`config.mk`:
```
export PLATFORM = sky130hd
export DESIGN_NAME = madc_ctrl
export DESIGN_NICKNAME = d
export VERILOG_FILES = /design/src/rtl/madc_pkg.sv /design/src/rtl/madc_ctrl.sv /design/src/rtl/madc_rom.sv
export SDC_FILE = /design/constraint.sdc
export NUM_CORES = 1
export LEC_CHECK = 0
export ABC_AREA = 1
export BUFFER_PORTS_ARGS = -buffer_cell sky130_fd_sc_hd__buf_2
export CAP_MARGIN = 15
export CORE_MARGIN = 2
export CORE_UTILIZATION = 45
export CTS_CLUSTER_SIZE = 20
export DETAILED_ROUTE_END_ITERATION = 10
export MAX_ROUTING_LAYER = met4
export PLACE_DENSITY = 0.72
export SKIP_LAST_GASP = 1
export SLEW_MARGIN = 20
export SYNTH_ARGS = -nofsm -noshare
export SYNTH_HDL_FRONTEND = slang
export SYNTH_SLANG_ARGS = --single-unit
```
`constraint.sdc`:
```
create_clock -name REF_CLK -period 2.1 [get_ports REF_CLK]
set_input_delay 0.21 -clock REF_CLK [delete_from_list [all_inputs] [get_ports REF_CLK]]
set_output_delay 0.21 -clock REF_CLK [all_outputs]
set_load 0.03 [all_outputs]
```
`src/rtl/madc_pkg.sv`:
```
// madc_pkg: constants shared by the multiplexed converter control
// assumes a 100 MHz REF_CLK; host device codes arrive as 6-bit octal codes
package madc_pkg;
  localparam int unsigned CLK_MHZ      = 100;
  localparam int unsigned SETTLE_US    = 2;
  localparam int unsigned AMP_US       = 3;
  localparam int unsigned SH_US        = 10;
  localparam int unsigned SETTLE_CYC   = SETTLE_US * CLK_MHZ;
  localparam int unsigned AMP_CYC      = AMP_US * CLK_MHZ;
  localparam int unsigned SH_CYC       = SH_US * CLK_MHZ;
  localparam int unsigned CNT_W        = 13;
  localparam int unsigned CHAN_W       = 6;
  localparam int unsigned DATA_W       = 12;
  localparam int unsigned WL_MIN       = 6;
  localparam int unsigned WL_MAX       = 12;
  localparam int unsigned CHAN_LSB     = 0;   // host bits 6..11 = low six data bits
  localparam logic [5:0]  DEV_CONV     = 6'h2B; // octal 53
  localparam logic [5:0]  DEV_MUX      = 6'h2C; // octal 54
  localparam logic [2:0]  PULSE_1      = 3'h1;
  localparam logic [2:0]  PULSE_2      = 3'h2;
  localparam logic [2:0]  PULSE_4      = 3'h4;
  localparam logic [5:0]  CHAN_ZERO    = 6'h00;
  localparam logic [CHAN_W-1:0] CHAN_MAX_DEF = 6'h3F;
  typedef enum logic [1:0] {
    MADC_IDLE   = 2'b00,
    MADC_SETTLE = 2'b01,
    MADC_CONV   = 2'b10
  } madc_state_t;
endpackage

```
`src/rtl/madc_ctrl.sv`:
```
// madc_ctrl: control for a 64-channel multiplexer feeding a SAR converter
// assumes host command pulses synchronous to REF_CLK, one cycle wide
// Summary of operation
// - settle 2 us after set or increment
// - random mode routes last selected channel
// - sequential index adds one, wraps to 0
// - sequential mode ignores random select levels
// - conversion starts itself after settling ends
// - channel change adds 2 us, amplifier 3
// - sample-hold adds 10 us in total
// - word length 6 to 12, table times
// - below 10 bits reduced timings allowed
// - panel clear zeroes, panel index increments
// - panel convert starts on current channel
// - act only on own device code
// - skip request when done flag set
// - convert clears done, converts, sets done
// - read result left-justified, clears done
// - clear channel zeroes address register
// - set channel loads host bits 6-11
// - increment wraps from maximum to 00
// - interrupt each time a word is ready
`timescale 1ns/100ps
`default_nettype none
module madc_ctrl (
  input  wire logic        REF_CLK,       // 100 MHz clock
  input  wire logic        SYS_RST,       // sync reset, high
  input  wire logic [5:0]  DEV_SEL,       // device select code
  input  wire logic [2:0]  IO_PULSE,      // io_command_pulse lines 1,2,4
  input  wire logic [11:0] HOST_DATA,     // host accumulator lines
  input  wire logic        SEQ_MODE,      // sequential addressing mode
  input  wire logic [5:0]  RAND_CHAN,     // random-mode select levels
  input  wire logic        RAND_LOAD,     // random-mode select strobe
  input  wire logic        FAST_MODE,     // run reduced timings below 10 bits
  input  wire logic        AMP_FITTED,    // buffer amplifier option
  input  wire logic        SH_FITTED,     // sample-and-hold option
  input  wire logic        INT_ENABLE,    // interrupt operation enable
  input  wire logic [3:0]  WORD_LEN,      // word length switch 6..12
  input  wire logic [5:0]  CHAN_MAX,      // highest implemented channel
  input  wire logic        PANEL_CLEAR,   // panel_clear_channel pulse
  input  wire logic        PANEL_INDEX,   // panel index pulse
  input  wire logic        PANEL_CONV,    // panel convert pulse
  input  wire logic [11:0] SAR_RESULT,    // converter result, left-justified
  output logic [5:0]       MUX_CHAN,      // channel driven to multiplexer
  output logic [11:0]      DATA_OUT,      // data ORed onto host lines
  output logic             DATA_VALID,    // DATA_OUT is being driven
  output logic             SKIP,          // skip request
  output logic             DONE,          // conversion-done flag
  output logic             INT_REQ,       // interrupt request
  output logic             BUSY           // settling or converting
);
  madc_pkg::madc_state_t state;
  madc_pkg::madc_state_t next_state;
  logic [madc_pkg::CNT_W-1:0]  cnt;
  logic [madc_pkg::CNT_W-1:0]  next_cnt;
  logic [12:0]                 conv_cyc;
  logic [11:0]                 result;
  logic [3:0]                  wl_eff;
  logic                        fast_eff;

  // decode of host commands
  wire conv_dev = (DEV_SEL == madc_pkg::DEV_CONV);
  wire mux_dev  = (DEV_SEL == madc_pkg::DEV_MUX);
  wire skip_on_convert_done  = conv_dev && IO_PULSE == madc_pkg::PULSE_1;
  wire start_conversion_cmd  = conv_dev && IO_PULSE == madc_pkg::PULSE_2;
  wire read_result_cmd       = conv_dev && IO_PULSE == madc_pkg::PULSE_4;
  wire clear_channel_cmd     = mux_dev && IO_PULSE == madc_pkg::PULSE_1;
  wire set_channel_cmd       = mux_dev && IO_PULSE == madc_pkg::PULSE_2;
  wire increment_channel_cmd = mux_dev && IO_PULSE == madc_pkg::PULSE_4;

  // the channel register; a host or panel clear wins, then host set, random select, index
  logic [5:0] channel_address_register;
  logic [5:0] next_chan;
  wire        do_inc    = increment_channel_cmd || PANEL_INDEX;
  wire        rand_sel  = !SEQ_MODE && RAND_LOAD;
  wire [5:0]  inc_chan  = (channel_address_register >= CHAN_MAX) ?
                          madc_pkg::CHAN_ZERO : channel_address_register + 6'h01;
  wire [5:0]  host_chan = HOST_DATA[madc_pkg::CHAN_LSB +: madc_pkg::CHAN_W];
  always_comb begin
    next_chan = channel_address_register;
    if (clear_channel_cmd || PANEL_CLEAR) begin
      next_chan = madc_pkg::CHAN_ZERO;
    end else if (set_channel_cmd) begin
      next_chan = host_chan;
    end else if (rand_sel) begin
      next_chan = RAND_CHAN;
    end else if (do_inc) begin
      next_chan = inc_chan;
    end
  end
  wire chan_start = set_channel_cmd || rand_sel || do_inc;
  wire conv_start = start_conversion_cmd || PANEL_CONV;

  // word length clamp and reduced timing only under 10 bits
  assign wl_eff   = (WORD_LEN < 4'(madc_pkg::WL_MIN)) ? 4'(madc_pkg::WL_MIN) :
                    (WORD_LEN > 4'(madc_pkg::WL_MAX)) ? 4'(madc_pkg::WL_MAX) : WORD_LEN;
  assign fast_eff = FAST_MODE && (wl_eff < 4'hA);

  madc_rom u_rom (
    .clk    (REF_CLK),
    .wl     (wl_eff),
    .fast   (fast_eff),
    .cycles (conv_cyc)
  );

  // settle length: sample-hold overlaps switch settling, else 2 us plus amp
  wire [madc_pkg::CNT_W-1:0] settle_len =
    SH_FITTED  ? madc_pkg::CNT_W'(madc_pkg::SH_CYC) :
    AMP_FITTED ? madc_pkg::CNT_W'(madc_pkg::SETTLE_CYC + madc_pkg::AMP_CYC) :
                 madc_pkg::CNT_W'(madc_pkg::SETTLE_CYC);

  always_comb begin
    next_state = state;
    next_cnt   = cnt;
    if (chan_start) begin
      // a new channel restarts settling, abandoning any conversion in flight
      next_state = madc_pkg::MADC_SETTLE;
      next_cnt   = settle_len - madc_pkg::CNT_W'(1);
    end else begin
      case (state)
        madc_pkg::MADC_IDLE: begin
          if (conv_start) begin
            next_state = madc_pkg::MADC_CONV;
            next_cnt   = conv_cyc - 13'h0001;
          end
        end
        madc_pkg::MADC_SETTLE: begin
          if (cnt == '0) begin
            next_state = madc_pkg::MADC_CONV;
            next_cnt   = conv_cyc - 13'h0001;
          end else begin
            next_cnt = cnt - madc_pkg::CNT_W'(1);
          end
        end
        madc_pkg::MADC_CONV: begin
          if (cnt == '0) begin
            next_state = madc_pkg::MADC_IDLE;
          end else begin
            next_cnt = cnt - madc_pkg::CNT_W'(1);
          end
        end
        default: next_state = madc_pkg::MADC_IDLE;
      endcase
    end
  end

  // no channel source of higher priority than an index in this cycle
  wire inc_only   = !clear_channel_cmd && !PANEL_CLEAR && !set_channel_cmd && !rand_sel;
  wire conv_done  = (state == madc_pkg::MADC_CONV) && (cnt == '0) && !chan_start;
  wire conv_begin = (next_state == madc_pkg::MADC_CONV) && (state != madc_pkg::MADC_CONV);
  // unused low bits forced to zero for short word lengths
  wire [11:0] wl_mask = 12'hFFF << (4'(madc_pkg::WL_MAX) - wl_eff);

  always_ff @(posedge REF_CLK) begin
    if (SYS_RST) begin
      state                    <= madc_pkg::MADC_IDLE;
      cnt                      <= '0;
      channel_address_register <= madc_pkg::CHAN_ZERO;
      result                   <= 12'h000;
    end else begin
      state                    <= next_state;
      cnt                      <= next_cnt;
      channel_address_register <= next_chan;
      if (conv_done) begin
        result <= SAR_RESULT & wl_mask;
      end
    end
  end

  // done flag: completion wins over a clear in the same cycle
  always_ff @(posedge REF_CLK) begin
    if (SYS_RST) begin
      DONE    <= 1'b0;
      INT_REQ <= 1'b0;
    end else begin
      if (conv_done) begin
        DONE <= 1'b1;
      end else if (conv_begin || read_result_cmd) begin
        DONE <= 1'b0;
      end
      INT_REQ <= INT_ENABLE && (conv_done ||
                 (DONE && !(conv_begin || read_result_cmd)));
    end
  end

  // host data lines are ORed by the host, so only a valid read drives them
  always_ff @(posedge REF_CLK) begin
    if (SYS_RST) begin
      DATA_OUT   <= 12'h000;
      DATA_VALID <= 1'b0;
    end else begin
      DATA_OUT   <= read_result_cmd ? result : 12'h000;
      DATA_VALID <= read_result_cmd;
    end
  end

  assign SKIP     = skip_on_convert_done && DONE;
  assign MUX_CHAN = channel_address_register;
  assign BUSY     = (state != madc_pkg::MADC_IDLE);
endmodule
`default_nettype wire

```
`src/rtl/madc_rom.sv`:
```
// madc_rom: conversion-time table indexed by word length and timing mode
// registered output; caller allows one cycle of latency
`timescale 1ns/100ps
`default_nettype none
module madc_rom (
  input  wire logic        clk,    // clock
  input  wire logic [3:0]  wl,     // word length 6..12
  input  wire logic        fast,   // reduced timings
  output logic [12:0]      cycles  // conversion cycles
);
  // tenths of a microsecond times ten cycles at 100 MHz
  function automatic logic [12:0] conv_time(input logic [3:0] w, input logic f);
    logic [12:0] t;
    t = 13'h0DAC;
    case (w)
      4'h6: t = f ? 13'h02EE : 13'h0384;
      4'h7: t = f ? 13'h0384 : 13'h041A;
      4'h8: t = f ? 13'h041A : 13'h04B0;
      4'h9: t = f ? 13'h04B0 : 13'h0546;
      4'hA: t = 13'h0708;
      4'hB: t = 13'h09C4;
      default: t = 13'h0DAC;
    endcase
    return t;
  endfunction
  always_ff @(posedge clk) begin
    cycles <= conv_time(wl, fast);
  end
endmodule
`default_nettype wire
```
# == Word level (Yosys, flattened, before mapping) ==
# Cells that the tools add are included.
# word_totals
regBits,61
input_bits,60
output_inout_bits,23
wordCells,96
# op_classes
addsub,5
order_cmp,4
eq_ne,17
shifts,1
mux,25
bitwise,2
reduce_logical,33
# op_table
cell,count
13-bit one-hot mux with 6 select lines,1
13-bit two-way mux,4
13-bit one-hot mux with 3 select lines,1
9-bit two-way mux,3
13-bit by 1-bit subtractor with 13-bit output (second input constant),2
6-bit two-way mux,4
4-bit == test (second input constant),4
1-bit logical AND,14
13-bit zero test,1
12-bit bitwise AND,1
6-bit == test (second input constant),2
12-bit by 4-bit << shifter with 12-bit output (first input constant),1
11-bit two-way mux,1
10-bit by 1-bit subtractor with 11-bit output (second input constant),1
10-bit two-way mux,1
4-bit by 3-bit == test with 1-bit output (second input constant),2
2-bit two-way mux,4
4-bit two-way mux,2
8-bit two-way mux,1
1-bit logical OR,7
6-bit by 1-bit adder with 6-bit output (second input constant),1
6-bit >= comparator,1
3-bit != test (second input constant),2
2-bit one-hot mux with 3 select lines,1
other kinds (19),25

# == Depth between registers and ports, before layout ==
# depth
depth_word,13
mapped_depth,15
ltp_nobuf,15

# == Modules after synthesis ==
# Synthesis repeated with hierarchy kept, for this count alone.
# hier_totals
cells_unflattened,500
area_unflattened_um2,3470.8
# by_module_without_submodules
module,n_inst,cells_each,area_per_inst_um2,seq_area_each_um2
madc_ctrl,1,440,3000.4,960.9
madc_rom,1,60,470.5,220.2

# == Least setup slack after synthesis ==
# OpenSTA, ideal clock, no wires.
# synth_path
kind,flip-flop to flip-flop
start,"register channel_address_register[0], in the netlist MUX_CHAN[0]"
end,"register channel_address_register[2], in the netlist MUX_CHAN[2]"
setup_ps,70
arrival_time_ps,1655
t_required_ps,2030
path_slack_ps,375
path_stages_with_launch,11
path_buffers,0
period_less_slack_ps,1725
path_cell_list,dfxtp_1 -> inv_1 -> ha_1 -> inv_1 -> a21boi_0 -> o21ai_0 -> o211a_1 -> nand3_1 -> nand2_1 -> o21ai_0 -> a21oi_1
# synth_between
elab_chain_len,5
elab_cells_between_ends,6
cone_classes,add/sub (1); order compare (1); mux (4)
# synth_lines
element,line,text
"start, declared",madc_ctrl.sv:72,logic [5:0] channel_address_register;
"start signal, assigned",madc_ctrl.sv:158,channel_address_register <= madc_pkg::CHAN_ZERO;
"start signal, assigned",madc_ctrl.sv:163,channel_address_register <= next_chan;
6-bit by 1-bit adder with 6-bit output / 6-bit >= comparator (equally long branches),"madc_ctrl.sv:77, madc_ctrl.sv:76",
6-bit two-way mux *,madc_ctrl.sv:76,wire [5:0] inc_chan = (channel_address_register >= CHAN_MAX) ?
6-bit two-way mux *,madc_ctrl.sv:87,end else if (do_inc) begin
6-bit two-way mux *,madc_ctrl.sv:85,end else if (rand_sel) begin
6-bit two-way mux *,madc_ctrl.sv:83,end else if (set_channel_cmd) begin
# Mark *: on every way between the ends. The rest lies on a longest branch, timed or not. The select of a mux whose other input is x is not followed.
# A chain may end at the register's enable or synchronous reset.

# == Final worst setup path ==
# layout_path
start,register cnt[0] (netlist name)
end,register cnt[2] (netlist name)
# layout_between
elab_chain_len,4
elab_cells_between_ends,8
cone_classes,add/sub (1); eq/ne (1); mux (4); reduce/logical (2)
# layout_lines
element,line,text
"start, declared",madc_ctrl.sv:54,logic [madc_pkg::CNT_W-1:0] cnt;
"start signal, assigned",madc_ctrl.sv:162,cnt <= next_cnt;
13-bit by 1-bit subtractor with 13-bit output / 13-bit zero test (equally long branches),n/a,
"13-bit two-way mux, on equally long branches","madc_ctrl.sv:136, madc_ctrl.sv:128",
13-bit one-hot mux with 3 select lines,madc_ctrl.sv:120,case (state)
13-bit two-way mux,madc_ctrl.sv:115,if (chan_start) begin
# Parallel ways exist; a longest one is shown, timed or not. The select of a mux whose other input is x is not followed.

==> results.yml <==
logic_synthesis:
  syn_area_per_cell_sq_um: 7.02
  yosys.area.top_type: "dfxtp_1"
  yosysWarnings: 0
  yosys.cell_types.count: 37
  netlist_top_cells_area: "dfxtp_1 34%, nand2_1 9.3%, inv_1 7.5%"
  ys_seq_area_share_pct: 34.4
  synth_cells: 489
  synth_fp_nets: 568
  syn_area_sq_mm: 0.00343
  synth_top_cell_area_share_pct: 34.4
  ys_ff_latch: 59
status:
  outcome: "finished clean"
global_routing:
  grt_pass1_vias: 3181
  overflow: 0
  track_usage_pct: 19.5
  grt_max_degree: 18
  grt_pass1_wl_mm: 13.0
  grt_antenna_before_repair: 0
route:
  highest_layer: "met4"
  antenna_left: 0
  avgViaCountPerCell: 4.94
  dr.first_iter.drc_count: 221
  met1Wirelength_mm: 3.36
  num_vias: 3317
  wl_met3_microns: 441
  drt-pass1-iter-count: 4
  drc: 0
  met2_length_mm: 3.65
  routedWlPerCell_microns: 11.3
  routed_wl_mm: 7.56
critical_path:
  cp-end-kind: "flop"
  path_common_cell: "inv_1"
  critical_path_peak_fanout: 12
  cpPeakStageDelay_ns: 0.31
  critPathLaunchType: "flop"
  cp_cell_sequence: "inv_1, ha_2, nand3_2, nor2_4, nand2_2, nor2_4, inv_2, o211ai_2, nand2_4, o21ai_0, inv_1, nand2_1, inv_1"
  crit_family: "simple AND/OR/NAND/NOR gates"
  path_class: "flop to flop"
  cp.required_ns: 2.33
  crit_arrival_ns: 2.18
  path_buf_inv: 4
  critical-path-slowest-cell: "dfxtp_1"
power:
  clkPwrFrac_pct: 43.3
  p_sw_uw: 810
  internal_power_uw: 2320
  power.total_uw: 3130
  powerDensity_mw_per_mm2: 754
  seqPwrFrac_pct: 39.5
  p_leak_uw: 0.00200
  max-vdd-ir-drop_uv: 332
  combPwrFrac_pct: 17.1
  switching_share_pct: 25.9
placement:
  hpwl_mm: 5.93
  globalplace.congestion: 0.877
  port_buffers: 76
cells_and_area:
  syn2layout_area_growth_pct: 21.0
  fillers: 711
  diodes: 0
  final_nets: 648
  drive_gt1_share_pct: 22.0
clock_tree:
  cts_tree: "done"
  cts_buffer_depth: 2
  cts_buffers: 9
  clock_latency_ns: 0.33
  h-tree-depth: 3
  post_cts_buffers: 0
  root_buffer: "clkbuf_8"
  clock-sinks: 59
  clk_pin_slew_ns: 0.07
sta:
  worst_pin_slew_ns: 0.595
  slew_violations: 0
  hold_slack_ns: 0.0982
  hold_viol: 0
  fin_worst_skew_ns: 0.00699
  fin_crit_sh_pct: 92.6
  maxSlewHeadroom_pct: 60.0
  clock.fmax_ghz: 0.514
  layout_min_cycle_time_ns: 1.94
  setup_viol_count_final: 0
  tns_ns: 0
floorplanning:
  io_pins: 83
  die_h_microns: 91.3
  die_area_sq_mm: 0.00834
  start_util_pct: 46.8
  die_w_microns: 91.3
  rows: 31
  core_area_sq_mm: 0.00733
worst_hold_path:
  hold_path.class: "primary input to flop"
job:
  maxCapViolations: 0
[final cells by class]
cell class / instances / area, sq um / share of cell area, %
Clock buffer: 10 / 138 / 3.31
Clock inverter: 5 / 125 / 3.01
Inverter: 76 / 288 / 6.93
Multi-Input combinational cell: 347 / 1920 / 46.2
Sequential cell: 59 / 1180 / 28.4
Tap cell: 99 / 124 / 2.98
Timing Repair Buffer: 76 / 380 / 9.16
[routing by layer]
layer,up-vias,track usage [%]
met5,-,-
li1,1726,-
met1,1487,21.9
met3,12,3.57
met2,92,34.0
met4,0,8.08
[repair_timing]
item                       4_1_cts  5_1_grt
setup endpoints to repair        0        7
hold buffers                     0        0
gates resized for setup          0        1
[state kept, by name, summed over array words and instances (netlist names)]
name          cells
DATA_OUT         12
DATA_VALID        1
DONE              1
INT_REQ           1
MUX_CHAN          6
cnt              13
result           12
state             2
u_rom.cycles     11
[power by group through the flow]
stage	Sequential (uW)	Clock, uW	Combinational, uW
2_1_floorplan	1260	0	382
3_3_place_gp	1260	0	519
3_5_place_dp	1260	0	530
4_1_cts	1240	1390	534
5_1_grt	1250	1440	608
6_report	1240	1360	535
[cells in the mapped netlist]
cell type  instances
dfxtp_1           59
buf_6              3
inv_4              1
or2_2              3
o211ai_1           1
nand3_2            3
o21ai_1            9
o211a_1            1
nand3_1           30
a31o_2             1
nor3_1             5
a21boi_0           1
o22ai_1            7
ha_1              19
clkbuf_1           3
o21ai_2            1
nand4_1            1
inv_1             69
nand2_2            3
nor2_4             5
nand2_1           85
a211oi_2           2
nor2_8             1
nor2_2             5
xor2_1            11
a211oi_1           3
a22oi_1            1
buf_2              1
inv_2              6
nand2_8            1
o21ai_0           29
a21oi_1           42
xnor2_1            6
nand3b_1           2
o211ai_2           1
nor2_1            67
nand2_4            1
[through the flow]
| step | cells | worst slack [ns] | cell area (sq um) | utilization (%) |
|---|---|---|---|---|
| global placement | 657 | 0.204 | 3890 | 53.0 |
| detailed placement | 657 | 0.143 | 3890 | 53.0 |
| finish | 672 | 0.156 | 4150 | 56.6 |
| floorplan | 489 | 0.375 | 3430 | - |
| CTS | 672 | 0.129 | 4150 | 56.6 |
| global route | 672 | -0.00871 | 4150 | 56.6 |
[worst register-to-register path, cell delays in order (launching register included)]
cell,delay (ns)
dfxtp_1,0.31
inv_1,0.11
ha_2,0.24
nand3_2,0.12
nor2_4,0.16
nand2_2,0.10
nor2_4,0.10
inv_2,0.07
o211ai_2,0.12
nand2_4,0.17
o21ai_0,0.19
inv_1,0.06
nand2_1,0.06
inv_1,0.03
[cell usage in the layout (no fill, tap or decap), types with 2 or more instances in the layout]
cell type  count
nor3_1         5
or2_2          3
nand3_1       30
buf_2         76
ha_1          18
inv_2          6
clkbuf_8      10
nand3_2        3
o21ai_0       29
a211oi_2       2
dfxtp_1       59
o22ai_1        7
bufinv_16      4
a211oi_1       3
nand2_1       85
nor2_4         5
nor2_1        67
inv_1         69
a21oi_1       42
xnor2_1        6
o21ai_1        9
xor2_1        11
nor2_2         5
nand2_2        3
nand3b_1       2
[final timing paths]
check / endpoint / cells after the start / slack [ns] / from
max: cnt[2]$_SDFFE_PP0P_ / 13 / 0.16 / cnt[0]$_SDFFE_PP0P_
min: INT_REQ$_SDFF_PP0_ / 3 / 0.1 / INT_ENABLE
max reg2reg: cnt[2]$_SDFFE_PP0P_ / 13 / 0.16 / cnt[0]$_SDFFE_PP0P_
min reg2reg: DATA_OUT[0]$_SDFF_PP0_ / 2 / 0.43 / result[0]$_SDFFE_PP0P_
[cell families (layout without fill, tap and decap cells)]
kind of cell	Yosys count	after routing	share of synthesized area, %
buffers and inverters	83	167	9.84
AO/OA/AOI/OAI	99	99	16.1
adder cells (fa/ha/maj)	19	19	6.92
AND/OR/NAND/NOR	212	212	28.4
XOR/XNOR	17	17	4.34
flip-flops	59	59	34.4
Power figures use the tool's default switching activity.
